**src/hw/fsw_cfg.svh**
```systemverilog
`ifndef FSW_CFG_SVH
`define FSW_CFG_SVH
// Operation
// - busy bit set during program, erase, status write
// - write latch low refuses status write, program, erase
// - protect code blocks program and erase in region
// - protect code frozen while hardware lock applies
// - chip erase only for code 000/0 or 111/1
// - complement bit inverts the protected region
// - complement bit defaults low, joins region decode
// - lock code selects open, pin, supply or permanent
// - supply lock returns to open on power cycle
// - quad enable frees protect and hold pins
// - security lock bits set once, never clear
// - suspend sets erase or program suspended flag
// - resume, software reset, power cycle clear suspends
// - suspend flags ignore status writes
// - two bits select output drive, default half
// - select bit makes shared pin pause or reset
// - quad enable disables pause and reset functions
// - low power bit defaults low, shows mode
// - write latch cleared by power and write commands
// - hardware reset restores volatile bits, enters standby

// ----------------------------------------------------------------
// command codes
// ----------------------------------------------------------------
`define FSW_CMD_WREN      8'h06
`define FSW_CMD_WRITE_DISABLE_CMD      8'h04
`define FSW_CMD_RD1       8'h05
`define FSW_CMD_RD2       8'h35
`define FSW_CMD_RD3       8'h15
`define FSW_CMD_WR1       8'h01
`define FSW_CMD_WR2       8'h31
`define FSW_CMD_WR3       8'h11
`define FSW_CMD_PROG      8'h02
`define FSW_CMD_SECT      8'h20
`define FSW_CMD_BLK32     8'h52
`define FSW_CMD_BLK64     8'hd8
`define FSW_CMD_CHIP_A    8'hc7
`define FSW_CMD_CHIP_B    8'h60
`define FSW_CMD_SUSPEND   8'h75
`define FSW_CMD_RESUME    8'h7a
`define FSW_CMD_RST_EN    8'h66
`define FSW_CMD_RST       8'h99

// ----------------------------------------------------------------
// field positions within the three status bytes
// ----------------------------------------------------------------
`define FSW_B1_LOCK_LO    7
`define FSW_B1_BP_HI      6
`define FSW_B1_BP_LO      2
`define FSW_B2_LOCK_HI    0
`define FSW_B2_QE         1
`define FSW_B2_LB_HI      5
`define FSW_B2_LB_LO      3
`define FSW_B2_CMP        6
`define FSW_B3_LPE        2
`define FSW_B3_DRV_HI     6
`define FSW_B3_DRV_LO     5
`define FSW_B3_HOLD_RST   7

// ----------------------------------------------------------------
// reset values and lock codes
// ----------------------------------------------------------------
`define FSW_DRV_DEFAULT   2'h2
`define FSW_LOCK_OPEN     2'h0
`define FSW_LOCK_PIN      2'h1
`define FSW_LOCK_SUPPLY   2'h2
`define FSW_PINS_IDLE     5'h13

// ----------------------------------------------------------------
// operation lengths in clk cycles
// ----------------------------------------------------------------
`define FSW_SRW_CYCLES    16'h0020
`define FSW_PROG_CYCLES   16'h0040
`define FSW_ERASE_CYCLES  16'h0100
`define FSW_CHIP_CYCLES   16'h0400
`endif

```
**src/hw/fsw_pkg.sv**
```systemverilog
package fsw_pkg;
  // pins as seen after synchronisation
  typedef struct packed {
    logic cs_n;
    logic sclk;
    logic si;
    logic wp_n;
    logic hold_n;
  } fsw_pins_s;

  typedef enum logic [1:0] {
    OP_IDLE = 2'b00,
    OP_RUN  = 2'b01,
    OP_SUSP = 2'b10
  } fsw_op_e;

  typedef enum logic [1:0] {
    KIND_SRW   = 2'b00,
    KIND_PROG  = 2'b01,
    KIND_ERASE = 2'b10,
    KIND_CHIP  = 2'b11
  } fsw_kind_e;

  typedef struct packed {
    logic       hold_rst_sel;
    logic [1:0] drive;
    logic       low_power;
    logic       erase_susp;
    logic       cmp;
    logic [2:0] lb;
    logic       prog_susp;
    logic       qe;
    logic [1:0] lock;
    logic [4:0] bp;
    logic       write_latch_flag;
    logic       busy;
  } fsw_status_s;
endpackage

```
**src/hw/fsw_status_regs.sv**
```systemverilog
`include "fsw_cfg.svh"

module fsw_status_regs #(
  parameter int unsigned CNT_W = 16,
  parameter logic [CNT_W-1:0] SRW_CYCLES = `FSW_SRW_CYCLES,
  parameter logic [CNT_W-1:0] PROG_CYCLES = `FSW_PROG_CYCLES,
  parameter logic [CNT_W-1:0] ERASE_CYCLES = `FSW_ERASE_CYCLES,
  parameter logic [CNT_W-1:0] CHIP_CYCLES = `FSW_CHIP_CYCLES
) (
  // clocking and power
  input wire logic clk,
  input wire logic reset,
  input wire logic ce,
  input wire logic pwr_cycle,
  // serial pins
  input wire logic cs_n,
  input wire logic sclk,
  input wire logic si,
  input wire logic wp_n,
  input wire logic hold_rst_n,
  output logic so_q,
  output logic so_oe_n_q,
  // array side
  output logic array_go_q,
  output fsw_pkg::fsw_kind_e array_kind_q,
  output logic [23:0] array_addr_q,
  // configuration seen by the rest of the device
  output logic quad_io_enable_q,
  output logic [1:0] output_drive_strength_q,
  output logic low_power_state_q,
  output logic [2:0] security_lock_bits_q,
  output logic hold_pause_q
);

  // ----------------------------------------------------------------
  // functions
  // ----------------------------------------------------------------
  function automatic logic is_protected(input logic [23:0] addr,
                                        input logic [4:0] bp,
                                        input logic cmp);
    logic [4:0] shift;
    logic [23:0] mask;
    logic hit;
    shift = 5'd0;
    mask = 24'h000000;
    hit = 1'b0;
    if (bp[2:0] == 3'h7) begin
      hit = 1'b1;
    end else if (bp[2:0] != 3'h0) begin
      if (bp[4]) begin
        // small blocks stop growing at 32 KB
        shift = (bp[2]) ? 5'd15 : 5'd11 + {3'h0, bp[1:0]};
      end else begin
        shift = 5'd17 + {2'h0, bp[2:0]};
      end
      mask = 24'hffffff << shift;
      hit = bp[3] ? ((addr & mask) == 24'h000000)
                  : ((addr & mask) == mask);
    end
    return hit ^ cmp;
  endfunction

  function automatic logic [7:0] status_byte(
      input fsw_pkg::fsw_status_s s, input logic [7:0] cmd);
    logic [7:0] b;
    b = 8'h00;
    case (cmd)
      `FSW_CMD_RD1: b = {s.lock[0], s.bp, s.write_latch_flag, s.busy};
      `FSW_CMD_RD2: b = {s.erase_susp, s.cmp, s.lb, s.prog_susp,
                         s.qe, s.lock[1]};
      `FSW_CMD_RD3: b = {s.hold_rst_sel, s.drive, 2'h0, s.low_power,
                         2'h0};
      default: b = 8'h00;
    endcase
    return b;
  endfunction

  // ----------------------------------------------------------------
  // pin synchroniser
  // ----------------------------------------------------------------
  fsw_pkg::fsw_pins_s pin_meta_q;
  fsw_pkg::fsw_pins_s pin_sync_q;
  fsw_pkg::fsw_pins_s pin_last_q;

  always_ff @(posedge clk) begin
    if (reset) begin
      pin_meta_q <= fsw_pkg::fsw_pins_s'(`FSW_PINS_IDLE);
      pin_sync_q <= fsw_pkg::fsw_pins_s'(`FSW_PINS_IDLE);
      pin_last_q <= fsw_pkg::fsw_pins_s'(`FSW_PINS_IDLE);
    end else if (ce) begin
      pin_meta_q <= '{cs_n, sclk, si, wp_n, hold_rst_n};
      pin_sync_q <= pin_meta_q;
      pin_last_q <= pin_sync_q;
    end
  end

  // ----------------------------------------------------------------
  // state declarations
  // ----------------------------------------------------------------
  fsw_pkg::fsw_op_e op_q;
  fsw_pkg::fsw_kind_e kind_q;
  logic [CNT_W-1:0] cnt_q;
  logic wel_q, erase_susp_q, prog_susp_q, rst_armed_q;
  logic [4:0] bp_q;
  logic [1:0] lock_q;
  logic cmp_q, hold_rst_sel_q;
  logic [2:0] bit_q, byte_q;
  logic [7:0] cmd_q, data_q, out_q;
  logic [23:0] addr_q, shift_q;

  // ----------------------------------------------------------------
  // pin functions and frame decode
  // ----------------------------------------------------------------
  logic hw_rst, hold_on, sclk_rise, sclk_fall, cs_fall, cs_rise;
  logic frame_end, idle, srw_open, vol_clr;
  logic do_wren, do_write_disable_cmd, do_srw, do_prog, do_erase, do_chip;
  logic do_susp, do_resume, do_swrst;
  logic [CNT_W-1:0] erase_len;
  fsw_pkg::fsw_status_s st;
  logic [7:0] rd_byte;

  // in quad mode the shared pins are data lines only
  assign hw_rst = !quad_io_enable_q && hold_rst_sel_q
                  && !pin_sync_q.hold_n;
  assign hold_on = !quad_io_enable_q && !hold_rst_sel_q
                   && !pin_sync_q.hold_n && !pin_sync_q.cs_n;
  assign cs_fall = pin_last_q.cs_n && !pin_sync_q.cs_n;
  assign cs_rise = !pin_last_q.cs_n && pin_sync_q.cs_n;
  assign sclk_rise = !pin_last_q.sclk && pin_sync_q.sclk
                     && !pin_sync_q.cs_n && !hold_on;
  assign sclk_fall = pin_last_q.sclk && !pin_sync_q.sclk
                     && !pin_sync_q.cs_n && !hold_on;
  assign idle = (op_q == fsw_pkg::OP_IDLE);
  // a frame counts only when it ends on a byte boundary
  assign frame_end = cs_rise && (bit_q == 3'h0) && !hw_rst;

  always_comb begin
    // lock code 01 follows the protect pin unless it carries data
    case (lock_q)
      `FSW_LOCK_OPEN: srw_open = 1'b1;
      `FSW_LOCK_PIN: srw_open = pin_sync_q.wp_n
                               || quad_io_enable_q;
      default: srw_open = 1'b0;
    endcase
  end

  assign do_wren = frame_end && idle && byte_q == 3'h1
                   && cmd_q == `FSW_CMD_WREN;
  assign do_write_disable_cmd = frame_end && idle && byte_q == 3'h1
                   && cmd_q == `FSW_CMD_WRITE_DISABLE_CMD;
  assign do_srw = frame_end && idle && wel_q && srw_open
                  && byte_q == 3'h2
                  && (cmd_q == `FSW_CMD_WR1 || cmd_q == `FSW_CMD_WR2
                      || cmd_q == `FSW_CMD_WR3);
  assign do_prog = frame_end && idle && wel_q && byte_q >= 3'h5
                   && cmd_q == `FSW_CMD_PROG
                   && !is_protected(addr_q, bp_q, cmp_q);
  assign do_erase = frame_end && idle && wel_q && byte_q == 3'h4
                    && (cmd_q == `FSW_CMD_SECT || cmd_q == `FSW_CMD_BLK32
                        || cmd_q == `FSW_CMD_BLK64)
                    && !is_protected(addr_q, bp_q, cmp_q);
  assign do_chip = frame_end && idle && wel_q && byte_q == 3'h1
                   && (cmd_q == `FSW_CMD_CHIP_A
                       || cmd_q == `FSW_CMD_CHIP_B)
                   && ((bp_q[2:0] == 3'h0 && !cmp_q)
                       || (bp_q[2:0] == 3'h7 && cmp_q));
  assign do_susp = frame_end && byte_q == 3'h1
                   && cmd_q == `FSW_CMD_SUSPEND
                   && op_q == fsw_pkg::OP_RUN
                   && kind_q != fsw_pkg::KIND_SRW;
  assign do_resume = frame_end && byte_q == 3'h1
                     && cmd_q == `FSW_CMD_RESUME
                     && op_q == fsw_pkg::OP_SUSP;
  assign do_swrst = frame_end && byte_q == 3'h1 && rst_armed_q
                    && cmd_q == `FSW_CMD_RST;
  // volatile state returns to its power-on value
  assign vol_clr = pwr_cycle || hw_rst || do_swrst;
  assign erase_len = (cmd_q == `FSW_CMD_SECT) ? ERASE_CYCLES
                     : ERASE_CYCLES + ERASE_CYCLES;

  always_comb begin
    st = '0;
    st.hold_rst_sel = hold_rst_sel_q;
    st.drive = output_drive_strength_q;
    st.low_power = low_power_state_q;
    st.erase_susp = erase_susp_q;
    st.cmp = cmp_q;
    st.lb = security_lock_bits_q;
    st.prog_susp = prog_susp_q;
    st.qe = quad_io_enable_q;
    st.lock = lock_q;
    st.bp = bp_q;
    st.write_latch_flag = wel_q;
    st.busy = (op_q == fsw_pkg::OP_RUN);
  end

  assign rd_byte = status_byte(st, cmd_q);

  // ----------------------------------------------------------------
  // write latch and reset sequence
  // ----------------------------------------------------------------
  always_ff @(posedge clk) begin
    if (reset) begin
      wel_q <= 1'b0;
    end else if (ce) begin
      if (vol_clr) begin
        wel_q <= 1'b0;
      end else if (do_wren) begin
        wel_q <= 1'b1;
      end else if (do_write_disable_cmd || do_srw || do_prog || do_erase || do_chip) begin
        wel_q <= 1'b0;
      end
    end
  end

  always_ff @(posedge clk) begin
    if (reset) begin
      rst_armed_q <= 1'b0;
    end else if (ce) begin
      if (hw_rst || pwr_cycle) begin
        rst_armed_q <= 1'b0;
      end else if (frame_end) begin
        rst_armed_q <= (byte_q == 3'h1 && cmd_q == `FSW_CMD_RST_EN);
      end
    end
  end

  // ----------------------------------------------------------------
  // operation timer
  // ----------------------------------------------------------------
  always_ff @(posedge clk) begin
    if (reset) begin
      op_q <= fsw_pkg::OP_IDLE;
      kind_q <= fsw_pkg::KIND_SRW;
      cnt_q <= '0;
    end else if (ce) begin
      if (vol_clr) begin
        op_q <= fsw_pkg::OP_IDLE;
      end else begin
        case (op_q)
          fsw_pkg::OP_IDLE: begin
            if (do_srw || do_prog || do_erase || do_chip) begin
              op_q <= fsw_pkg::OP_RUN;
            end
            if (do_srw) begin
              kind_q <= fsw_pkg::KIND_SRW;
              cnt_q <= SRW_CYCLES;
            end else if (do_prog) begin
              kind_q <= fsw_pkg::KIND_PROG;
              cnt_q <= PROG_CYCLES;
            end else if (do_erase) begin
              kind_q <= fsw_pkg::KIND_ERASE;
              cnt_q <= erase_len;
            end else if (do_chip) begin
              kind_q <= fsw_pkg::KIND_CHIP;
              cnt_q <= CHIP_CYCLES;
            end
          end
          fsw_pkg::OP_RUN: begin
            if (do_susp) begin
              op_q <= fsw_pkg::OP_SUSP;
            end else if (cnt_q <= CNT_W'(1)) begin
              op_q <= fsw_pkg::OP_IDLE;
            end else begin
              cnt_q <= cnt_q - 1'b1;
            end
          end
          fsw_pkg::OP_SUSP: begin
            if (do_resume) begin
              op_q <= fsw_pkg::OP_RUN;
            end
          end
          default: op_q <= fsw_pkg::OP_IDLE;
        endcase
      end
    end
  end

  // ----------------------------------------------------------------
  // suspend flags, hardware only: status writes never reach them
  // ----------------------------------------------------------------
  always_ff @(posedge clk) begin
    if (reset) begin
      erase_susp_q <= 1'b0;
      prog_susp_q <= 1'b0;
    end else if (ce) begin
      if (do_susp) begin
        erase_susp_q <= (kind_q != fsw_pkg::KIND_PROG);
        prog_susp_q <= (kind_q == fsw_pkg::KIND_PROG);
      end else if (do_resume || vol_clr) begin
        erase_susp_q <= 1'b0;
        prog_susp_q <= 1'b0;
      end
    end
  end

  // ----------------------------------------------------------------
  // non-volatile fields, kept across pwr_cycle except the supply lock code
  // ----------------------------------------------------------------
  always_ff @(posedge clk) begin
    if (reset) begin
      bp_q <= 5'h00;
      lock_q <= `FSW_LOCK_OPEN;
      cmp_q <= 1'b0;
      quad_io_enable_q <= 1'b0;
      security_lock_bits_q <= 3'h0;
      output_drive_strength_q <= `FSW_DRV_DEFAULT;
      low_power_state_q <= 1'b0;
      hold_rst_sel_q <= 1'b0;
    end else if (ce) begin
      if (pwr_cycle) begin
        if (lock_q == `FSW_LOCK_SUPPLY) begin
          lock_q <= `FSW_LOCK_OPEN;
        end
      end else if (do_srw) begin
        case (cmd_q)
          `FSW_CMD_WR1: begin
            lock_q[0] <= data_q[`FSW_B1_LOCK_LO];
            bp_q <= data_q[`FSW_B1_BP_HI:`FSW_B1_BP_LO];
          end
          `FSW_CMD_WR2: begin
            lock_q[1] <= data_q[`FSW_B2_LOCK_HI];
            quad_io_enable_q <= data_q[`FSW_B2_QE];
            security_lock_bits_q <= security_lock_bits_q
              | data_q[`FSW_B2_LB_HI:`FSW_B2_LB_LO];
            cmp_q <= data_q[`FSW_B2_CMP];
          end
          `FSW_CMD_WR3: begin
            low_power_state_q <= data_q[`FSW_B3_LPE];
            output_drive_strength_q <=
              data_q[`FSW_B3_DRV_HI:`FSW_B3_DRV_LO];
            hold_rst_sel_q <= data_q[`FSW_B3_HOLD_RST];
          end
          default: lock_q <= lock_q;
        endcase
      end
    end
  end

  // ----------------------------------------------------------------
  // array requests and pause indication
  // ----------------------------------------------------------------
  always_ff @(posedge clk) begin
    if (reset) begin
      array_go_q <= 1'b0;
      array_kind_q <= fsw_pkg::KIND_SRW;
      array_addr_q <= 24'h000000;
      hold_pause_q <= 1'b0;
    end else if (ce) begin
      array_go_q <= do_prog || do_erase || do_chip;
      if (do_prog) begin
        array_kind_q <= fsw_pkg::KIND_PROG;
      end else if (do_erase) begin
        array_kind_q <= fsw_pkg::KIND_ERASE;
      end else if (do_chip) begin
        array_kind_q <= fsw_pkg::KIND_CHIP;
      end
      if (do_prog || do_erase) begin
        array_addr_q <= addr_q;
      end
      hold_pause_q <= hold_on;
    end
  end

  // ----------------------------------------------------------------
  // serial shifter
  // ----------------------------------------------------------------
  always_ff @(posedge clk) begin
    if (reset) begin
      bit_q <= 3'h0;
      byte_q <= 3'h0;
      cmd_q <= 8'h00;
      data_q <= 8'h00;
      addr_q <= 24'h000000;
      shift_q <= 24'h000000;
    end else if (ce) begin
      if (cs_fall || hw_rst) begin
        bit_q <= 3'h0;
        byte_q <= 3'h0;
        cmd_q <= 8'h00;
      end else if (sclk_rise) begin
        shift_q <= {shift_q[22:0], pin_sync_q.si};
        bit_q <= bit_q + 3'h1;
        if (bit_q == 3'h7) begin
          // byte count saturates, long programs stay valid
          if (byte_q != 3'h7) begin
            byte_q <= byte_q + 3'h1;
          end
          if (byte_q == 3'h0) begin
            cmd_q <= {shift_q[6:0], pin_sync_q.si};
          end
          if (byte_q == 3'h1) begin
            data_q <= {shift_q[6:0], pin_sync_q.si};
          end
          if (byte_q == 3'h3) begin
            addr_q <= {shift_q[22:0], pin_sync_q.si};
          end
        end
      end
    end
  end

  // live status is reloaded each byte so busy polling sees progress
  always_ff @(posedge clk) begin
    if (reset) begin
      so_q <= 1'b0;
      so_oe_n_q <= 1'b1;
      out_q <= 8'h00;
    end else if (ce) begin
      if (pin_sync_q.cs_n || hold_on || hw_rst) begin
        so_oe_n_q <= 1'b1;
      end else if (sclk_fall && byte_q != 3'h0
                   && (cmd_q == `FSW_CMD_RD1 || cmd_q == `FSW_CMD_RD2
                       || cmd_q == `FSW_CMD_RD3)) begin
        so_oe_n_q <= 1'b0;
        if (bit_q == 3'h0) begin
          so_q <= rd_byte[7];
          out_q <= {rd_byte[6:0], 1'b0};
        end else begin
          so_q <= out_q[7];
          out_q <= {out_q[6:0], 1'b0};
        end
      end
    end
  end

endmodule

```
**config.mk**
```make
export PLATFORM = sky130hd
export DESIGN_NAME = fsw_status_regs
export DESIGN_NICKNAME = d
export VERILOG_FILES = /design/src/hw/fsw_pkg.sv /design/src/hw/fsw_status_regs.sv
export VERILOG_INCLUDE_DIRS = /design/src /design/src/hw
export SDC_FILE = /design/constraint.sdc
export NUM_CORES = 1
export LEC_CHECK = 0
export ABC_AREA = 0
export BUFFER_PORTS_ARGS = -buffer_cell sky130_fd_sc_hd__buf_4
export CORE_AREA = 4 4 135 137
export DETAILED_ROUTE_END_ITERATION = 10
export DIE_AREA = 0 0 139 141
export HOLD_SLACK_MARGIN = 0.03
export PLACE_DENSITY = 0.61
export SETUP_SLACK_MARGIN = 0.2
export SLEW_MARGIN = 40
export SYNTH_ARGS = -nofsm -noshare
export SYNTH_HDL_FRONTEND = slang
export SYNTH_SLANG_ARGS = --single-unit
```
**constraint.sdc**
```tcl
create_clock -name clk -period 2.9 [get_ports clk]
set_input_delay 0.29 -clock clk [delete_from_list [all_inputs] [get_ports clk]]
set_output_delay 0.29 -clock clk [all_outputs]
set_load 0.1 [all_outputs]
```
==> results_dict.tcl <==
set metrics [dict create \
    status "completed" \
    min_path_type "in -> reg" \
    crit_top_cell "ha_4" \
    fp.dieH_um 141 \
    p_per_area_nw_per_um2 518 \
    leakagePower_nw 3.29 \
    totalPowerFinal_mw 4.72 \
    critPathCaptureType "flip-flop" \
    synth_nets 945 \
    drive_gt1_share_pct 17.3 \
    row_count 48 \
    dpl_cell_area_um2 8380 \
    n_antenna_cell 0 \
    synth_cell_type_count 81 \
    drv_slew 0 \
    wirelength_mm 20.3 \
    arrival_ps 3160 \
    ys_seq_area_share_pct 42.1 \
    first_pass_iters 5 \
    grt_pass1_wl_mm 34.1 \
    cts.htree.levels 4 \
    ir_worst_vdd_v 0.000419 \
    worst_slew_pin_slew_ps 702 \
    start_util_pct 44.0 \
    syn_area_um2 7510 \
    min_period_over_period_pct 98.6 \
    maxCapViolations 0 \
    postSynthCellCount 922 \
    crit_chain "ha_4 -> ha_4 -> and2b_1 -> o21ai_1 -> a222oi_1 -> a211oi_1 -> o22ai_4 -> mux2i_4 -> a2111oi_4 -> mux2_1" \
    final_hold_viol_count 0 \
    synth_top_area_cell "dfxtp_1" \
    startpoint_type "flip-flop" \
    viasPerCell 5.60 \
    final_antenna_net_count 0 \
    crit_type "reg -> reg" \
    synth_edf_count 0 \
    synth-seq-cells 158 \
    clockBufferDepth 2 \
    fin_crit_ps 2860 \
    ctsHoldBuffers 0 \
    cts.clk_slew.worst_paths_ps 60 \
    core_area_um2 17100 \
    grt_pass1_vias 6522 \
    cp_slowest_stage_delay_ps 400 \
    track_usage_pct 21.1 \
    fin_cells 1223 \
    post-route-drc-count 0 \
    postSynthAreaPerCell_um2 8.15 \
    grt_max_degree 111 \
    ioPinCount 46 \
    dr.first_iter.drc_count 467 \
    die_area_um2 19600 \
    antenna_found_initial 0 \
    vias 6845 \
    fillCellCount 1653 \
    ys_warn_count 0 \
    cts_buffers 17 \
    hpwl_mm 13.8 \
    crit_fanout 7 \
    clk_latency_ps 430 \
    async_flop_share_pct 0 \
    path_delay_family "compound AO/OA/AOI/OAI gates" \
    detail_route.wl_per_cell_um 16.6 \
    area_growth_pct 21.3 \
    nets 1008 \
    io_buffers 45 \
    post-place-cells 1190 \
    cts.sink_count 158 \
    yosys-top-cells-area "dfxtp_1 42%, nand2_1 7.4%, a21oi_1 7.3%, mux2i_1 4.9%, nor2_1 4.3%" \
    slowest_stage "a211oi_1" \
    multi_input_area_um2 4160 \
    clockRootBuffer "clkbuf_16" \
    gp_congestion 0.882 \
    fmax_mhz 350 \
    yosysTopAreaCellShare_pct 42.1 \
    setup_viol_count_final 0 \
    critPathRequiredTime_ps 3200 \
    die_w_um 139 \
    skew_ps 16.5 \
    seqCellArea_um2 3170 \
    fin_area_um2 9110 \
    ys.flop_type "dfxtp_1" \
    cts_tree "yes" \
    slew_headroom_pct 53.2 \
    grt_remaining_overflow 0 \
    rsz0062_at_grt "true" \
    tns_ps 0 \
    worst-path-buf-inv 0 \
]
[registers in the layout, indices dropped and copies added (netlist names), 2 cells and up]
name and flops:
lock_q 2, array_kind_q 2, addr_q 24, byte_q 3, security_lock_bits_q 3, bit_q 3
pin_meta_q 5, output_drive_strength_q 2, kind_q 2, data_q 8, bp_q 5, pin_last_q 2
shift_q 23, op_q 2, cmd_q 8, out_q 7, pin_sync_q 5, cnt_q 16
array_addr_q 24
[cell families (layout without fill, tap and decap cells)]
| logic type | Yosys count | count (layout) | synth area share [%] |
|---|---|---|---|
| AND/OR/NAND/NOR | 385 | 385 | 25.1 |
| flip-flops | 158 | 158 | 42.1 |
| multiplexers | 41 | 41 | 5.56 |
| buffers and inverters | 75 | 151 | 3.92 |
| XOR/XNOR | 1 | 1 | 0.117 |
| AO/OA/AOI/OAI | 248 | 248 | 20.8 |
| adder cells (fa/ha/maj) | 14 | 14 | 2.33 |
[tightest hold or removal path, delay by kind of cell]
kind	cells	cell delay, ps
buf+inv	1	70
mux	1	50
simple gates	1	60
[cell type report]
cell class | instances | area share, %
repair buffers | 101 | 8.76
multi-input cells | 689 | 45.7
flip-flops and latches | 158 | 34.8
clock buffers | 20 | 4.90
well taps | 225 | 3.09
inverters | 18 | 0.741
clock inverters | 12 | 2.02
[Yosys cell counts, drive strengths merged, types with 3 or more instances]
master	instances
nand3b	5
a22oi	7
nand3	45
a311oi	8
o31ai	4
a211oi	10
buf	12
clkbuf	45
a31oi	10
ha	14
nor2b	10
nand4	3
or4	5
nand2b	12
inv	18
o21ai	48
mux2i	38
a2111oi	3
o21a	8
nand2	151
nor4b	6
a21oi	111
nor4	5
nor3	25
o32ai	4
mux2	3
or3	6
a32oi	4
nand4b	4
a222oi	5
o211ai	3
nor3b	6
a21o	6
nor2	88
dfxtp	158
[layout by cell type (no fill, tap or decap), types with 5 or more instances in the layout]
cell | synthesis | final
clkbuf_16 | 0 | 17
a31oi_1 | 10 | 10
or3_1 | 6 | 6
ha_1 | 14 | 10
nor3b_1 | 5 | 5
nor2_1 | 87 | 87
buf_4 | 1 | 96
a222oi_1 | 5 | 5
nor3_1 | 22 | 20
nand2_1 | 149 | 149
a311oi_1 | 7 | 7
a21o_1 | 6 | 6
inv_1 | 18 | 17
o21a_1 | 8 | 8
nor4b_1 | 5 | 5
nor2b_1 | 8 | 8
nand2b_1 | 12 | 12
mux2i_1 | 37 | 35
o21ai_0 | 46 | 45
dfxtp_1 | 158 | 155
a21oi_1 | 110 | 110
nand3b_1 | 5 | 5
nand3_1 | 45 | 45
a211oi_1 | 10 | 10
a22oi_1 | 7 | 7
[report_power, final]
| group | switching [mW] | internal [mW] | total, mW |
|---|---|---|---|
| Sequential | 0.00743 | 2.18 | 2.18 |
| Combinational | 0.0977 | 0.0401 | 0.138 |
| Clock | 0.932 | 1.47 | 2.40 |
| Total | 1.04 | 3.69 | 4.72 |
[repair_timing]
item,in CTS,in global routing
setup buffers,1,0
pin swaps,5,0
cloned,0,0
endpoints found under the setup margin,46,50
gates resized for setup,13,4
[final timing paths]
kind                     from            end  slack (ps)  cells past startpoint
hold reg to reg   shift_q[22]     addr_q[23]         450                      2
hold / removal     hold_rst_n  pin_meta_q[0]          70                      3
setup reg to reg      bp_q[0]      kind_q[0]          40                     10
setup / recovery      bp_q[0]      kind_q[0]          40                     10
[through the flow]
stage / util, % / hold slack [ps] / setup slack [ps]
3_3_place_gp: 49.1 / 442 / 9.61
4_1_cts: 53.2 / 65.9 / 55.2
2_1_floorplan: - / 418 / 108
3_5_place_dp: 49.1 / 447 / -30.8
5_1_grt: 53.4 / 80.3 / -128
6_report: 53.4 / 74.8 / 41.9
[layer usage]
layer  GRT usage, %  vias up  wire length [um]
met5              0        -                 0
met4           7.26        0               444
met3           3.63       29               789
met2           32.8      150              9200
met1           29.7     3252              9900
li1               -     3414                 -
(Power assumes the default switching activity.)
